===== src/design/msp_defs.svh =====
// Register offsets, field positions, reset values and timing counts
`ifndef MSP_DEFS_SVH
`define MSP_DEFS_SVH

// ----------------------------------------------------------------
// Register map (byte offsets inside one node window)
// ----------------------------------------------------------------
`define MSP_OFS_PROC_ID      8'h00
`define MSP_OFS_LOGICAL_ID   8'h04
`define MSP_OFS_PARTNER_ID   8'h08
`define MSP_OFS_STATE        8'h0c
`define MSP_OFS_DEVICE_ID    8'h10
`define MSP_OFS_TEST_REPORT  8'h14
`define MSP_OFS_PROCESSOR_UNIT_CLEAR_COMMAND     8'h18
`define MSP_OFS_MESSAGE      8'h1c

// ----------------------------------------------------------------
// Address fields and state bits
// ----------------------------------------------------------------
`define MSP_NODE_HI          15
`define MSP_NODE_LO          8
`define MSP_STATE_MARRIED    0
`define MSP_STATE_SHADOW     1
`define MSP_STATE_ACTIVE     2

// ----------------------------------------------------------------
// Reset values
// ----------------------------------------------------------------
`define MSP_RST_ID           8'h00
`define MSP_RST_WORD         32'h0000_0000

// ----------------------------------------------------------------
// Timing
// ----------------------------------------------------------------
`define MSP_CLK_PERIOD_NS    10
`define MSP_CLEAR_TIME_NS    100
`define MSP_CLEAR_CYCLES     ((`MSP_CLEAR_TIME_NS + `MSP_CLK_PERIOD_NS - 1) / `MSP_CLK_PERIOD_NS)

`endif


===== src/design/msp_pkg.sv =====
// Types shared by the pairing control block
package msp_pkg;

  typedef logic [7:0]  msp_id_t;
  typedef logic [31:0] msp_word_t;

  // Memory access sequencer, one-hot
  typedef enum logic [2:0] {
    MSP_IDLE  = 3'b001,
    MSP_ISSUE = 3'b010,
    MSP_WAIT  = 3'b100
  } msp_seq_t;

endpackage : msp_pkg


===== src/design/msp_rb_if.sv =====
// Carrier between the sequencer and the retry buffer
`timescale 1ns/1ps
`default_nettype none

interface msp_rb_if;
  logic              load;
  msp_pkg::msp_word_t addr_in;
  logic              wr_in;
  msp_pkg::msp_word_t wdata_in;
  msp_pkg::msp_word_t addr;
  logic              wr;
  msp_pkg::msp_word_t wdata;

  modport owner (output load, output addr_in, output wr_in, output wdata_in,
                 input addr, input wr, input wdata);
  modport store (input load, input addr_in, input wr_in, input wdata_in,
                 output addr, output wr, output wdata);
endinterface : msp_rb_if

`default_nettype wire


===== src/design/msp_retry_buf.sv =====
// Retry buffer holding one processor request
`timescale 1ns/1ps
`default_nettype none
`include "msp_defs.svh"

module msp_retry_buf (
  input  wire logic ref_clk_i,
  input  wire logic nrst_i,
  msp_rb_if.store   rb
);

  // ----------------------------------------------------------------
  // Capture on load, hold otherwise
  // ----------------------------------------------------------------
  always_ff @(posedge ref_clk_i or negedge nrst_i) begin
    if (!nrst_i) begin
      rb.addr  <= `MSP_RST_WORD;
      rb.wr    <= 1'b0;
      rb.wdata <= `MSP_RST_WORD;
    end else if (rb.load) begin
      rb.addr  <= rb.addr_in;
      rb.wr    <= rb.wr_in;
      rb.wdata <= rb.wdata_in;
    end
  end
endmodule : msp_retry_buf

`default_nettype wire


===== src/design/msp_top.sv =====
// Shadow pairing and retry control of a processor bus interface unit
//
// The AHB-Lite interface to the registers and the register addresses were chosen for this implementation.
`timescale 1ns/1ps
`default_nettype none
`include "msp_defs.svh"

module msp_top #(
  parameter msp_pkg::msp_id_t PHYS_ID = 8'h01 // Arbitrary value
) (
  input  wire logic        ref_clk_i,
  input  wire logic        nrst_i,
  // AHB-Lite register slave
  input  wire logic        hsel_i,
  input  wire logic [31:0] haddr_i,
  input  wire logic [1:0]  htrans_i,
  input  wire logic        hwrite_i,
  input  wire logic [2:0]  hsize_i,
  input  wire logic [31:0] hwdata_i,
  input  wire logic        hready_i,
  output logic             hreadyout_o,
  output logic             hresp_o,
  output logic [31:0]      hrdata_o,
  // Processor request side
  input  wire logic        proc_req_i,
  input  wire logic [31:0] proc_addr_i,
  input  wire logic        proc_wr_i,
  input  wire logic [31:0] proc_wdata_i,
  output logic             proc_ready_o,
  output logic             proc_done_o,
  output logic [31:0]      proc_rdata_o,
  output logic             processor_clear_output_o,
  output logic [7:0]       proc_id_o,
  output logic             proc_id_load_o,
  // Interprocessor messages
  input  wire logic        ipc_valid_i,
  input  wire logic [7:0]  ipc_target_i,
  input  wire logic        ipc_startup_i,
  output logic             ipc_accept_o,
  // Memory bus
  output logic             bus_req_o,
  output logic [7:0]       bus_arb_id_o,
  output logic [31:0]      bus_addr_o,
  output logic             bus_wr_o,
  output logic [31:0]      bus_wdata_o,
  output logic             bus_oe_o,
  input  wire logic        bus_grant_i,
  input  wire logic        bus_done_i,
  input  wire logic        bus_err_i,
  input  wire logic [31:0] bus_rdata_i,
  // System-wide retry line
  input  wire logic        retry_all_i,
  output logic             retry_all_o
);

  msp_pkg::msp_seq_t  seq;
  msp_pkg::msp_id_t   proc_id;
  msp_pkg::msp_id_t   logical_id;
  msp_pkg::msp_id_t   partner_id;
  logic               married;
  logic               shadow;
  logic               active;
  logic               msg_pend;
  logic               rd_pend;
  logic               wr_pend;
  logic [7:0]         ap_ofs;
  logic               ap_hit;
  logic [3:0]         clr_cnt;
  logic               rs1;
  logic               rs2;
  logic               rs3;
  logic               rlvl;
  logic               retry_evt;
  logic               test_wr;
  logic               clear_wr;
  logic               state_wr;
  logic               msg_wr;
  logic               ap_take;
  logic               reissue;
  msp_rb_if           rb ();

  // ----------------------------------------------------------------
  // Helpers
  // ----------------------------------------------------------------
  // Node match against the identifier in force
  function automatic logic node_hit(input logic [31:0] a, input logic m,
                                    input msp_pkg::msp_id_t lid);
    node_hit = (a[`MSP_NODE_HI:`MSP_NODE_LO] == (m ? lid : PHYS_ID));
  endfunction : node_hit

  // ----------------------------------------------------------------
  // AHB-Lite slave
  // ----------------------------------------------------------------
  assign ap_take = hsel_i && htrans_i[1] && hready_i;
  assign hresp_o = 1'b0;
  assign hreadyout_o = !rd_pend;

  // Address phase capture; reads get one wait state
  always_ff @(posedge ref_clk_i or negedge nrst_i) begin
    if (!nrst_i) begin
      rd_pend <= 1'b0;
      wr_pend <= 1'b0;
      ap_ofs  <= 8'h00;
      ap_hit  <= 1'b0;
    end else begin
      rd_pend <= ap_take && !hwrite_i;
      wr_pend <= ap_take && hwrite_i;
      if (ap_take) begin
        ap_ofs <= haddr_i[7:0];
        ap_hit <= node_hit(haddr_i, married, logical_id);
      end
    end
  end

  assign test_wr  = wr_pend && ap_hit && (ap_ofs == `MSP_OFS_TEST_REPORT);
  assign clear_wr = wr_pend && ap_hit && (ap_ofs == `MSP_OFS_PROCESSOR_UNIT_CLEAR_COMMAND);
  assign state_wr = wr_pend && ap_hit && (ap_ofs == `MSP_OFS_STATE);
  assign msg_wr   = wr_pend && ap_hit && (ap_ofs == `MSP_OFS_MESSAGE);

  // Read data, unmapped offsets read zero
  always_ff @(posedge ref_clk_i or negedge nrst_i) begin
    if (!nrst_i) begin
      hrdata_o <= `MSP_RST_WORD;
    end else if (rd_pend) begin
      hrdata_o <= `MSP_RST_WORD;
      if (ap_hit) begin
        unique case (ap_ofs)
          `MSP_OFS_PROC_ID:    hrdata_o <= {24'h000000, proc_id};
          `MSP_OFS_LOGICAL_ID: hrdata_o <= {24'h000000, logical_id};
          `MSP_OFS_PARTNER_ID: hrdata_o <= {24'h000000, partner_id};
          `MSP_OFS_STATE:      hrdata_o <= {29'h00000000, active, shadow, married};
          `MSP_OFS_DEVICE_ID:  hrdata_o <= {24'h000000, PHYS_ID};
          `MSP_OFS_MESSAGE:    hrdata_o <= {31'h00000000, msg_pend};
          default:             hrdata_o <= `MSP_RST_WORD;
        endcase
      end
    end
  end

  // Identifier registers written by configuring software
  always_ff @(posedge ref_clk_i or negedge nrst_i) begin
    if (!nrst_i) begin
      proc_id    <= `MSP_RST_ID;
      logical_id <= PHYS_ID;
      partner_id <= `MSP_RST_ID;
    end else if (wr_pend && ap_hit) begin
      if (ap_ofs == `MSP_OFS_PROC_ID)    proc_id    <= hwdata_i[7:0];
      if (ap_ofs == `MSP_OFS_LOGICAL_ID) logical_id <= hwdata_i[7:0];
      if (ap_ofs == `MSP_OFS_PARTNER_ID) partner_id <= hwdata_i[7:0];
    end
  end

  // State bits; cleared at initialization
  always_ff @(posedge ref_clk_i or negedge nrst_i) begin
    if (!nrst_i) begin
      married <= 1'b0;
      shadow  <= 1'b0;
    end else if (state_wr) begin
      married <= hwdata_i[`MSP_STATE_MARRIED];
      shadow  <= hwdata_i[`MSP_STATE_SHADOW];
    end
  end

  // ----------------------------------------------------------------
  // Active / passive role
  // ----------------------------------------------------------------
  always_ff @(posedge ref_clk_i or negedge nrst_i) begin
    if (!nrst_i) begin
      active <= 1'b1;
    end else if (state_wr) begin
      // Marrying: primary active, shadow passive; unmarried all active
      active <= !hwdata_i[`MSP_STATE_MARRIED] || !hwdata_i[`MSP_STATE_SHADOW];
    end else if (married && seq == msp_pkg::MSP_ISSUE && bus_grant_i) begin
      active <= !active;
    end
  end

  // ----------------------------------------------------------------
  // Retry line: pin synchroniser and local test report
  // ----------------------------------------------------------------
  always_ff @(posedge ref_clk_i or negedge nrst_i) begin
    if (!nrst_i) begin
      rs1  <= 1'b0;
      rs2  <= 1'b0;
      rs3  <= 1'b0;
      rlvl <= 1'b0;
    end else begin
      rs1 <= retry_all_i;
      rs2 <= rs1;
      rs3 <= rs2;
      if (rs2 == rs3) rlvl <= rs3;
    end
  end

  assign retry_evt = ((rs2 == rs3) && rs3 && !rlvl) || test_wr;

  // Broadcast pulse to all other units
  always_ff @(posedge ref_clk_i or negedge nrst_i) begin
    if (!nrst_i) retry_all_o <= 1'b0;
    else         retry_all_o <= test_wr;
  end

  // ----------------------------------------------------------------
  // Access sequencer, identical in both members of a pair
  // ----------------------------------------------------------------
  assign reissue = bus_err_i || retry_evt;
  assign proc_ready_o = (seq == msp_pkg::MSP_IDLE);
  assign rb.load     = proc_ready_o && proc_req_i;
  assign rb.addr_in  = proc_addr_i;
  assign rb.wr_in    = proc_wr_i;
  assign rb.wdata_in = proc_wdata_i;

  always_ff @(posedge ref_clk_i or negedge nrst_i) begin
    if (!nrst_i) begin
      seq <= msp_pkg::MSP_IDLE;
    end else begin
      unique case (seq)
        msp_pkg::MSP_IDLE:  if (proc_req_i) seq <= msp_pkg::MSP_ISSUE;
        msp_pkg::MSP_ISSUE: if (bus_grant_i) seq <= msp_pkg::MSP_WAIT;
        msp_pkg::MSP_WAIT: begin
          if (reissue)         seq <= msp_pkg::MSP_ISSUE;
          else if (bus_done_i) seq <= msp_pkg::MSP_IDLE;
        end
        default: seq <= msp_pkg::MSP_IDLE;
      endcase
    end
  end

  // Bus address, direction and write data come straight from the held buffer
  assign bus_req_o    = (seq == msp_pkg::MSP_ISSUE);
  assign bus_arb_id_o = logical_id;
  assign bus_addr_o   = rb.addr;
  assign bus_wr_o     = rb.wr;
  assign bus_wdata_o  = rb.wdata;
  assign bus_oe_o     = active && (seq != msp_pkg::MSP_IDLE);

  // Inbound data taken by both members
  always_ff @(posedge ref_clk_i or negedge nrst_i) begin
    if (!nrst_i) begin
      proc_done_o  <= 1'b0;
      proc_rdata_o <= `MSP_RST_WORD;
    end else begin
      proc_done_o <= (seq == msp_pkg::MSP_WAIT) && bus_done_i && !reissue;
      if ((seq == msp_pkg::MSP_WAIT) && bus_done_i && !reissue)
        proc_rdata_o <= bus_rdata_i;
    end
  end

  msp_retry_buf u_rb (
    .ref_clk_i (ref_clk_i),
    .nrst_i    (nrst_i),
    .rb        (rb)
  );

  // ----------------------------------------------------------------
  // Processor clear output
  // ----------------------------------------------------------------
  always_ff @(posedge ref_clk_i or negedge nrst_i) begin
    if (!nrst_i)           clr_cnt <= 4'h0;
    else if (clear_wr)     clr_cnt <= 4'(`MSP_CLEAR_CYCLES);
    else if (clr_cnt != 4'h0) clr_cnt <= clr_cnt - 4'h1;
  end

  assign processor_clear_output_o = (clr_cnt != 4'h0);

  // ----------------------------------------------------------------
  // Interprocessor messages
  // ----------------------------------------------------------------
  assign ipc_accept_o = ipc_valid_i && (ipc_target_i == proc_id);

  // Pending flag: a new message wins over a software clear
  always_ff @(posedge ref_clk_i or negedge nrst_i) begin
    if (!nrst_i)           msg_pend <= 1'b0;
    else if (ipc_accept_o) msg_pend <= 1'b1;
    else if (msg_wr)       msg_pend <= 1'b0;
  end

  // Start-up hands the processor identifier to the processor
  always_ff @(posedge ref_clk_i or negedge nrst_i) begin
    if (!nrst_i) begin
      proc_id_o      <= `MSP_RST_ID;
      proc_id_load_o <= 1'b0;
    end else begin
      proc_id_load_o <= ipc_accept_o && ipc_startup_i;
      if (ipc_accept_o && ipc_startup_i) proc_id_o <= proc_id;
    end
  end
endmodule : msp_top

`default_nettype wire


===== config.mk =====
export PLATFORM = sky130hd
export DESIGN_NAME = msp_top
export DESIGN_NICKNAME = d
export VERILOG_FILES = /design/src/design/msp_pkg.sv /design/src/design/msp_rb_if.sv /design/src/design/msp_retry_buf.sv /design/src/design/msp_top.sv
export VERILOG_INCLUDE_DIRS = /design/src /design/src/design
export SDC_FILE = /design/constraint.sdc
export NUM_CORES = 1
export LEC_CHECK = 0
export BUFFER_PORTS_ARGS = -buffer_cell sky130_fd_sc_hd__buf_4
export CAP_MARGIN = 20
export CORE_ASPECT_RATIO = 1.1
export CORE_MARGIN = 10
export CORE_UTILIZATION = 50
export CTS_CLUSTER_DIAMETER = 30
export CTS_CLUSTER_SIZE = 24
export DETAILED_ROUTE_END_ITERATION = 8
export MAX_ROUTING_LAYER = met4
export PLACE_DENSITY_LB_ADDON = 0.25
export SYNTH_ARGS = -nofsm -noshare
export SYNTH_HDL_FRONTEND = slang
export SYNTH_SLANG_ARGS = --single-unit

===== constraint.sdc =====
create_clock -name ref_clk_i -period 4.6 [get_ports ref_clk_i]
set_input_delay 0.69 -clock ref_clk_i [delete_from_list [all_inputs] [get_ports ref_clk_i]]
set_output_delay 0.69 -clock ref_clk_i [all_outputs]
set_load 0.03 [all_outputs]

# Word level (Yosys, flattened, before mapping)
# Cells that the tools add are included.
# classes
n_reduce_logical	38
mux	14
n_addsub	1
eq_ne	17
# ops
cell	count
one-hot mux 8 bit (6 select lines)	1
equality test 8 x 5 -> 1 bit, second input constant	4
two-way mux 32 bit	1
logical AND 1 bit	19
equality test 8 x 4 -> 1 bit, second input constant	2
equality test 8 bit	2
two-way mux 3 bit	4
one-hot mux 3 bit (3 select lines)	1
equality test 8 x 3 -> 1 bit, second input constant	1
logical NOT 8 bit	1
two-way mux 4 bit	2
two-way mux 8 bit	1
logical NOT 1 bit	7
AND reduction 2 bit	3
nonzero test 2 bit	3
two-way mux 1 bit	4
nonzero test 4 bit	1
subtractor 4 x 1 -> 4 bit, second input constant	1
equality test 3 x 1 -> 1 bit, second input constant	1
equality test 3 x 2 -> 1 bit, second input constant	1
equality test 3 bit, second input constant	1
logical OR 1 bit	3
inequality test 3 x 1 -> 1 bit, second input constant	1
inequality test 3 bit, second input constant	1
4 further kinds	4
# totals
word_cells	96
in_bits	186
regBits	190
output_inout_bits	155

# Depth between registers and ports, before layout
# Gate-level depths: netlist (run 1).
# logic_depth
depth_word	7
mapped_depth	7
ltp_nobuf	6

# Modules after synthesis
# A second synthesis (run 1) with hierarchy kept.
# unflattened
cells_unflattened	487
hier_area_um2	7377.1
# by_module_without_submodules
module	area_each_um2	cells_per_inst	seq_area_each_um2	n_inst
msp_top	4758.3	350	2531.2	1
msp_retry_buf	2618.8	137	1626.6	1

# Least setup slack after synthesis (run 1)
# OpenSTA, ideal clock, no wires.
# synth_timing
path_kind	input to output
start	in ipc_target_i[4]
end	out ipc_accept_o
slack_ns	1.797
t_arrival_ns	2.113
path_buffers	0
stages	3
cell_sequence	xnor2_1 nand3_1 nor4b_1
# synth_between
elab_chain_len	2
# synth_rtl
element	line_no	source
start: declaration	msp_top.sv:37	input wire logic [7:0] ipc_target_i,
equality test 8 bit	msp_top.sv:269	assign ipc_accept_o = ipc_valid_i && (ipc_target_i == proc_id);
logical AND 1 bit	msp_top.sv:269	
end: declaration	msp_top.sv:39	output logic ipc_accept_o,
# No other way between the ends.

# Worst setup path after layout (run 1)
# layout_timing
start	reg proc_id[1]
end	out ipc_accept_o
# layout_between
elab_chain_len	2
# layout_rtl
element	line_no	source
start: declaration	msp_top.sv:57	msp_pkg::msp_id_t proc_id;
start signal: assignment	msp_top.sv:143	proc_id <= `MSP_RST_ID;
start signal: assignment	msp_top.sv:147	if (ap_ofs == `MSP_OFS_PROC_ID) proc_id <= hwdata_i[7:0];
equality test 8 bit	msp_top.sv:269	
logical AND 1 bit	msp_top.sv:269	
# No other way between the ends.

==> flow_summary.toml, run 1 <==
[grt]
grt_pass1_wl_um = 30800
grt.total_usage_pct = 20.9
grtUsageMet3_pct = 9.79
grt.busiest_layer = "met2"
grtUsageMet2_pct = 35.0
grt_max_degree = 106
grt_pass1_vias = 5684
antenna_found_initial = 0
grtUsageMet1_pct = 20.6
grt_remaining_overflow = 0

[sta]
min_period_ns = 3.01
fmax_mhz = 332
hold_viol = 0
fin_crit_sh_pct = 65.5
finalSetupTns_ns = 0
skew_ns = 0.00629
setup_viol = 0
worstMarginPinSlew_ns = 0.928
grt_setup_unrepaired = "false"
slew_violations = 0
relSlewSlack_pct = 37.3

[run_status]
status = "complete, no violations"

[route]
vias_per_cell = 5.13
wl_um = 19900
ant_nets = 0
avgRoutedWirePerCell_um = 20.5
num_vias = 4973
drtIter0Drc = 232
dr.pass1.iters = 4
drc = 0

[synthesis]
synth_top_cell_by_area = "dfrtp_1"
ys_warn_count = 0
synthCells = 498
yosysTopAreaCellShare_pct = 56.9
ys_seq_elements = 166
synthArstFlopShare_pct = 100
synth-edff-count = 0
avgSynthCellArea_um2 = 14.4
synth-main-ff-cell = "dfrtp_1"
synth.cell_area_um2 = 7160
yosysSeqAreaShare_pct = 58.0
synth.distinct_cells = 49
ys_top_cells_by_area = "dfrtp_1 57%, mux2_2 18%, mux2_4 6.1%"

[place]
place_congestion = 0.807
port_buffers = 271
place_area_um2 = 9280
hpwl_um = 15600
dp.cells = 941

[power]
p_total_mw = 5.82
powerDensity_nw_per_um2 = 592
power_leakage_nw = 4.83
ir_worst_vdd_v = 0.000409

[clock_tree]
cts_sinks = 166
post_cts_buffers = 0
numCtsBuffers = 17
clk_path_buf_depth = 2
htreeDepth = 4
path_clk_slew_ns = 0.06
cts_tree = "yes"
cts-root-buf = "clkbuf_16"
cts_resized = 0
insertion_delay_ns = 0.42
ctsHoldBuffers = 0

[worst_setup_path]
arrival_ns = 2.32
cpMaxStageDelayCell = "nor4b_1"
startpoint_type = "flop"
setup.worst_path.class = "reg2out"
path_cells = "xnor2_1 > nand4_1 > nor4b_1 > buf_4"
required_ns = 3.91
critPathMaxFanout = 4
crit_path_end_kind = "output port"
critPathMaxStageDelay_ns = 0.78

[die]
die_y_um = 146
core_um2 = 13900
fp.dieArea_um2 = 19500
io-pin-count = 341
dieWidth_um = 134
initial_core_util_pct = 51.5
row_count = 45

[final_layout]
fin_nets = 961
finalInstanceArea_um2 = 9820
layout_commonest_cell = "buf_4"
diodes = 0
layout_common_cells = "273 x buf_4, 163 x dfrtp_1, 112 x mux2_2"
syn_to_final_growth_pct = 37.1
drive_gt1_share_pct = 58.3
utilization_pct = 70.6
final_cells = 969

[worst_hold_path]
hp-class = "reg2reg"

[run]
max-cap-violations = 0
[registers in the layout, summed over array words and instances, names as in the netlist, 3 cells and up]
signal and count:
partner_id 8, bus_arb_id_o 8, hrdata_o 8, u_rb.rb.wdata 32, proc_id 8, clr_cnt 4, proc_rdata_o 32, u_rb.rb.addr 32
ap_ofs 8, proc_id_o 8, seq 3
[report_power, final]
part | internal (mW) | total (mW) | switching (mW)
clock network | 0.788 | 1.32 | 0.531
registers | 1.88 | 2.14 | 0.265
logic | 1.02 | 2.36 | 1.34
[logic make-up after synthesis]
logic type      share of synthesized area, %
other cells                           0.0524
xor+xnor                                1.71
compound gates                          3.20
buf+inv                                 4.79
flops                                   58.0
fa+ha+maj                              0.524
mux                                     25.2
simple gates                            6.53
[area by class of cell]
cell class / count / area (um^2)
Clock buffer: 24 / 492
Clock inverter: 4 / 47.5
Fill cell: 975 / 4090
Inverter: 11 / 41.3
Multi-Input combinational cell: 301 / 2760
Sequential cell: 166 / 4160
Tap cell: 188 / 235
Timing Repair Buffer: 275 / 2090
[path summary, 6_finish.rpt]
path	cells past startpoint	endpoint	slack, ns	from
min in group asynchronous	1	u_rb.rb.wdata[26]	0.38	nrst_i
hold reg to reg	0	rs2	0.36	rs1
hold / removal	0	rs2	0.36	rs1
setup reg to reg	5	u_rb.rb.wdata[15]	1.83	seq[0]
max in group asynchronous	2	u_rb.rb.addr[6]	3.16	nrst_i
setup / recovery	4	ipc_accept_o	1.59	proc_id[1]
[metrics by stage]
stage	hold slack [ns]	worst slack (ns)
2_1_floorplan	0.331	1.80
3_3_place_gp	0.332	1.79
3_5_place_dp	0.347	1.72
4_1_cts	0.360	1.62
5_1_grt	0.358	1.42
6_report	0.358	1.59
[cells in the mapped netlist (4+ instances only)]
cell type and instances:
nor3b_1 4, buf_4 26, buf_6 4, o21ai_0 9
nor2_1 15, o2bb2ai_1 9, mux2_2 112, xnor2_1 12
inv_1 10, clkbuf_1 6, or3_1 4, dfrtp_1 163
mux2i_1 6, buf_2 7, mux2_4 29, nand2_1 8
a21oi_1 8, nand3_1 7, nand2b_1 6, nand4_1 5
[worst max-delay path, delay by kind of cell, from the launching register on]
kind	cells	cell delay [ns]
xor gates and xnor gates	1	0.24
buffers and inverters	1	0.30
DFF	1	0.46
and+or+nand+nor	2	0.91
[routing by layer]
metal	routed length [um]	up-vias
met5	0	-
met4	474	0
met3	1900	30
met2	10300	200
met1	7240	2491
li1	-	2252
No activity file was read; power rests on OpenSTA's default activity.
==> run 2: changes to the inputs <==
ABC_AREA = 1   (was unset)
CORE_UTILIZATION = 47   (was 50)
clock period = 3.01 ns   (was 4.6 ns; I/O delays follow)
==> flow_summary.toml, run 2 <==
[die]
initial_core_util_pct = 48.0
dieWidth_um = 141
row_count = 48
io-pin-count = 341
fp.dieArea_um2 = 21500
core_um2 = 15700
die_y_um = 153

[power]
pwr-share-clk_pct = 21.3
combPwrFrac_pct = 44.4
p_int_mw = 5.99
netSwitchingFraction_pct = 39.0
powerDensity_nw_per_um2 = 966
power.share.sequential_pct = 34.3
power_leakage_nw = 5.59
p_switching_mw = 3.82
ir_worst_vdd_v = 0.000529
p_total_mw = 9.81

[final_layout]
syn_to_final_growth_pct = 35.0
fin_nets = 1179
final_cells = 1203
largestRegisters = "proc_rdata_o: 32 flops, u_rb.rb.addr: 32 flops, u_rb.rb.wdata: 32 flops"
layout_common_cells = "274 x buf_4, 195 x nand2_1, 163 x dfrtp_1"
drive_gt1_share_pct = 41.1
finalInstanceArea_um2 = 10200
utilization_pct = 64.8
fill_cells = 1288
layout_commonest_cell = "buf_4"
diodes = 0

[grt]
grt.total_usage_pct = 19.9
grt_pass1_vias = 6128
grtUsageMet2_pct = 31.4
grt_remaining_overflow = 0
grt.busiest_layer = "met2"
antenna_found_initial = 0
grt_max_degree = 73
grtUsageMet1_pct = 23.6
grt_pass1_wl_um = 33200
grtUsageMet3_pct = 6.30

[worst_setup_path]
rr_startpoint = "rs2"
arrival_ns = 1.92
critPathMaxFanout = 10
critPathMaxStageDelay_ns = 0.44
cp-startpoint = "proc_id[5]"
required_ns = 2.56
crit_path_end_kind = "output port"
setup.worst_path.class = "reg2out"
critPathCapture = "ipc_accept_o"
r2r_cells = 6
startpoint_type = "flop"
path_cells = "xor2_1 > nor3_4 > nand2_1 > inv_1 > buf_4"
path_delay_family = "simple AND/OR/NAND/NOR gates"
cp.depth = 5
r2r_slack_ns = 0.89
cpMaxStageDelayCell = "dfrtp_1"
crit_buf_inv = 2
reg2reg_to = "proc_rdata_o[8]"

[clock_tree]
cts-root-buf = "clkbuf_16"
post_cts_buffers = 0
numCtsBuffers = 17
clk_path_buf_depth = 2
cts_tree = "yes"
insertion_delay_ns = 0.43
htreeDepth = 4
cts_sinks = 166
cts_resized = 0
ctsHoldBuffers = 0
path_clk_slew_ns = 0.07

[sta]
slew_violations = 0
grt_setup_unrepaired = "false"
finalSetupTns_ns = 0
fmax_mhz = 422
relSlewSlack_pct = 26.4
setup_viol = 0
postLayoutSetupSlackWorst_ns = 0.640
worstMarginPinSlew_ns = 1.10
skew_ns = 0.00840
min_period_ns = 2.37
fin_crit_sh_pct = 78.7
whs_ns = 0.0393
hold_viol = 0

[route]
vias_per_cell = 4.81
dr.pass1.iters = 4
drc = 0
avgRoutedWirePerCell_um = 17.3
ant_nets = 0
wl_um = 20800
num_vias = 5791
drtIter0Drc = 307

[synthesis]
synth_top_cell_by_area = "dfrtp_1"
yosysSeqAreaShare_pct = 55.3
synth.distinct_cells = 40
synth-main-ff-cell = "dfrtp_1"
synthArstFlopShare_pct = 100
synth.most_common_cell = "nand2_1"
synthCells = 721
synth-edff-count = 0
ys_top_cells_by_area = "dfrtp_1 54%, mux2_4 10%, nand2_1 9.8%"
avgSynthCellArea_um2 = 10.4
synth.cell_area_um2 = 7520
ys_top_cells_by_count = "196 x nand2_1, 163 x dfrtp_1, 62 x o21ai_0"
ys_seq_elements = 166
ys_warn_count = 0
yosysTopAreaCellShare_pct = 54.2

[place]
port_buffers = 271
place_area_um2 = 9590
place_congestion = 0.821
place_ws_ns = 0.840
dp.cells = 1171
hpwl_um = 16100

[run_status]
status = "complete, no violations"

[run]
max-cap-violations = 0

[worst_hold_path]
hp-class = "in2async"
## run 2: changes by cell type in the layout (fill, tap and decap cells not counted), sizes merged, moves of 10 or more
cell	before	now
nand2	8	210
mux2	141	65
o21ai	9	71
inv	10	52
nand3	7	37
nor2	18	29
xnor2	12	2
## run 2: logic make-up after synthesis
group / synth area share [%]
and+or+nand+nor: 18.4
DFF: 55.3
buffers and inverters: 7.37
AOI/OAI and AO/OA: 5.31
muxes: 12.2
xor gates and xnor gates: 0.931
adders and majority gates: 0.499
other: 0.0498
## run 2: final cells by class
| type | instances | area (um^2) | area share [%] |
|---|---|---|---|
| clock buffer | 19 | 443 | 4.36 |
| clock inverter | 13 | 124 | 1.22 |
| inverter | 50 | 188 | 1.85 |
| multi-input combinational | 479 | 2910 | 28.6 |
| sequential | 166 | 4160 | 40.9 |
| tap | 200 | 250 | 2.46 |
| timing repair buffer | 276 | 2090 | 20.6 |
## run 2: worst min path at each step
| stage | end | startpoint | slack [ns] | cells after the start |
|---|---|---|---|---|
| after floorplan | ap_hit | nrst_i | 0.16 | 0 |
| after global placement | rs2 | rs1 | 0.34 | 0 |
| after detailed placement | rs2 | rs1 | 0.35 | 0 |
| after CTS | married | nrst_i | 0.05 | 1 |
| after global routing | hrdata_o[0] | nrst_i | 0.07 | 1 |
| final | hrdata_o[0] | nrst_i | 0.04 | 1 |
## run 2: power groups by stage
stage               combinational (mW)  clock [mW]  sequential (mW)
floorplan                         1.52           0             4.62
finish                            4.35        2.09             3.37
detailed placement                4.40           0             3.39
global route                      4.62        2.23             3.46
CTS                               4.42        2.14             3.37
global placement                  4.35           0             3.35
## run 2: routing by layer
metal / vias up / routed length (um)
met1: 2747 / 8600
met5: - / 0
li1: 2832 / -
met4: 0 / 448
met2: 185 / 10200
met3: 27 / 1540
## run 2: worst register-to-register path, cell delays in order (launching register included)
cell and delay [ns]:
dfrtp_1 0.39, ha_1 0.20, a21oi_1 0.33, nand3_4 0.38, nor2_8 0.53, nand2_1 0.13
nand2_1 0.10
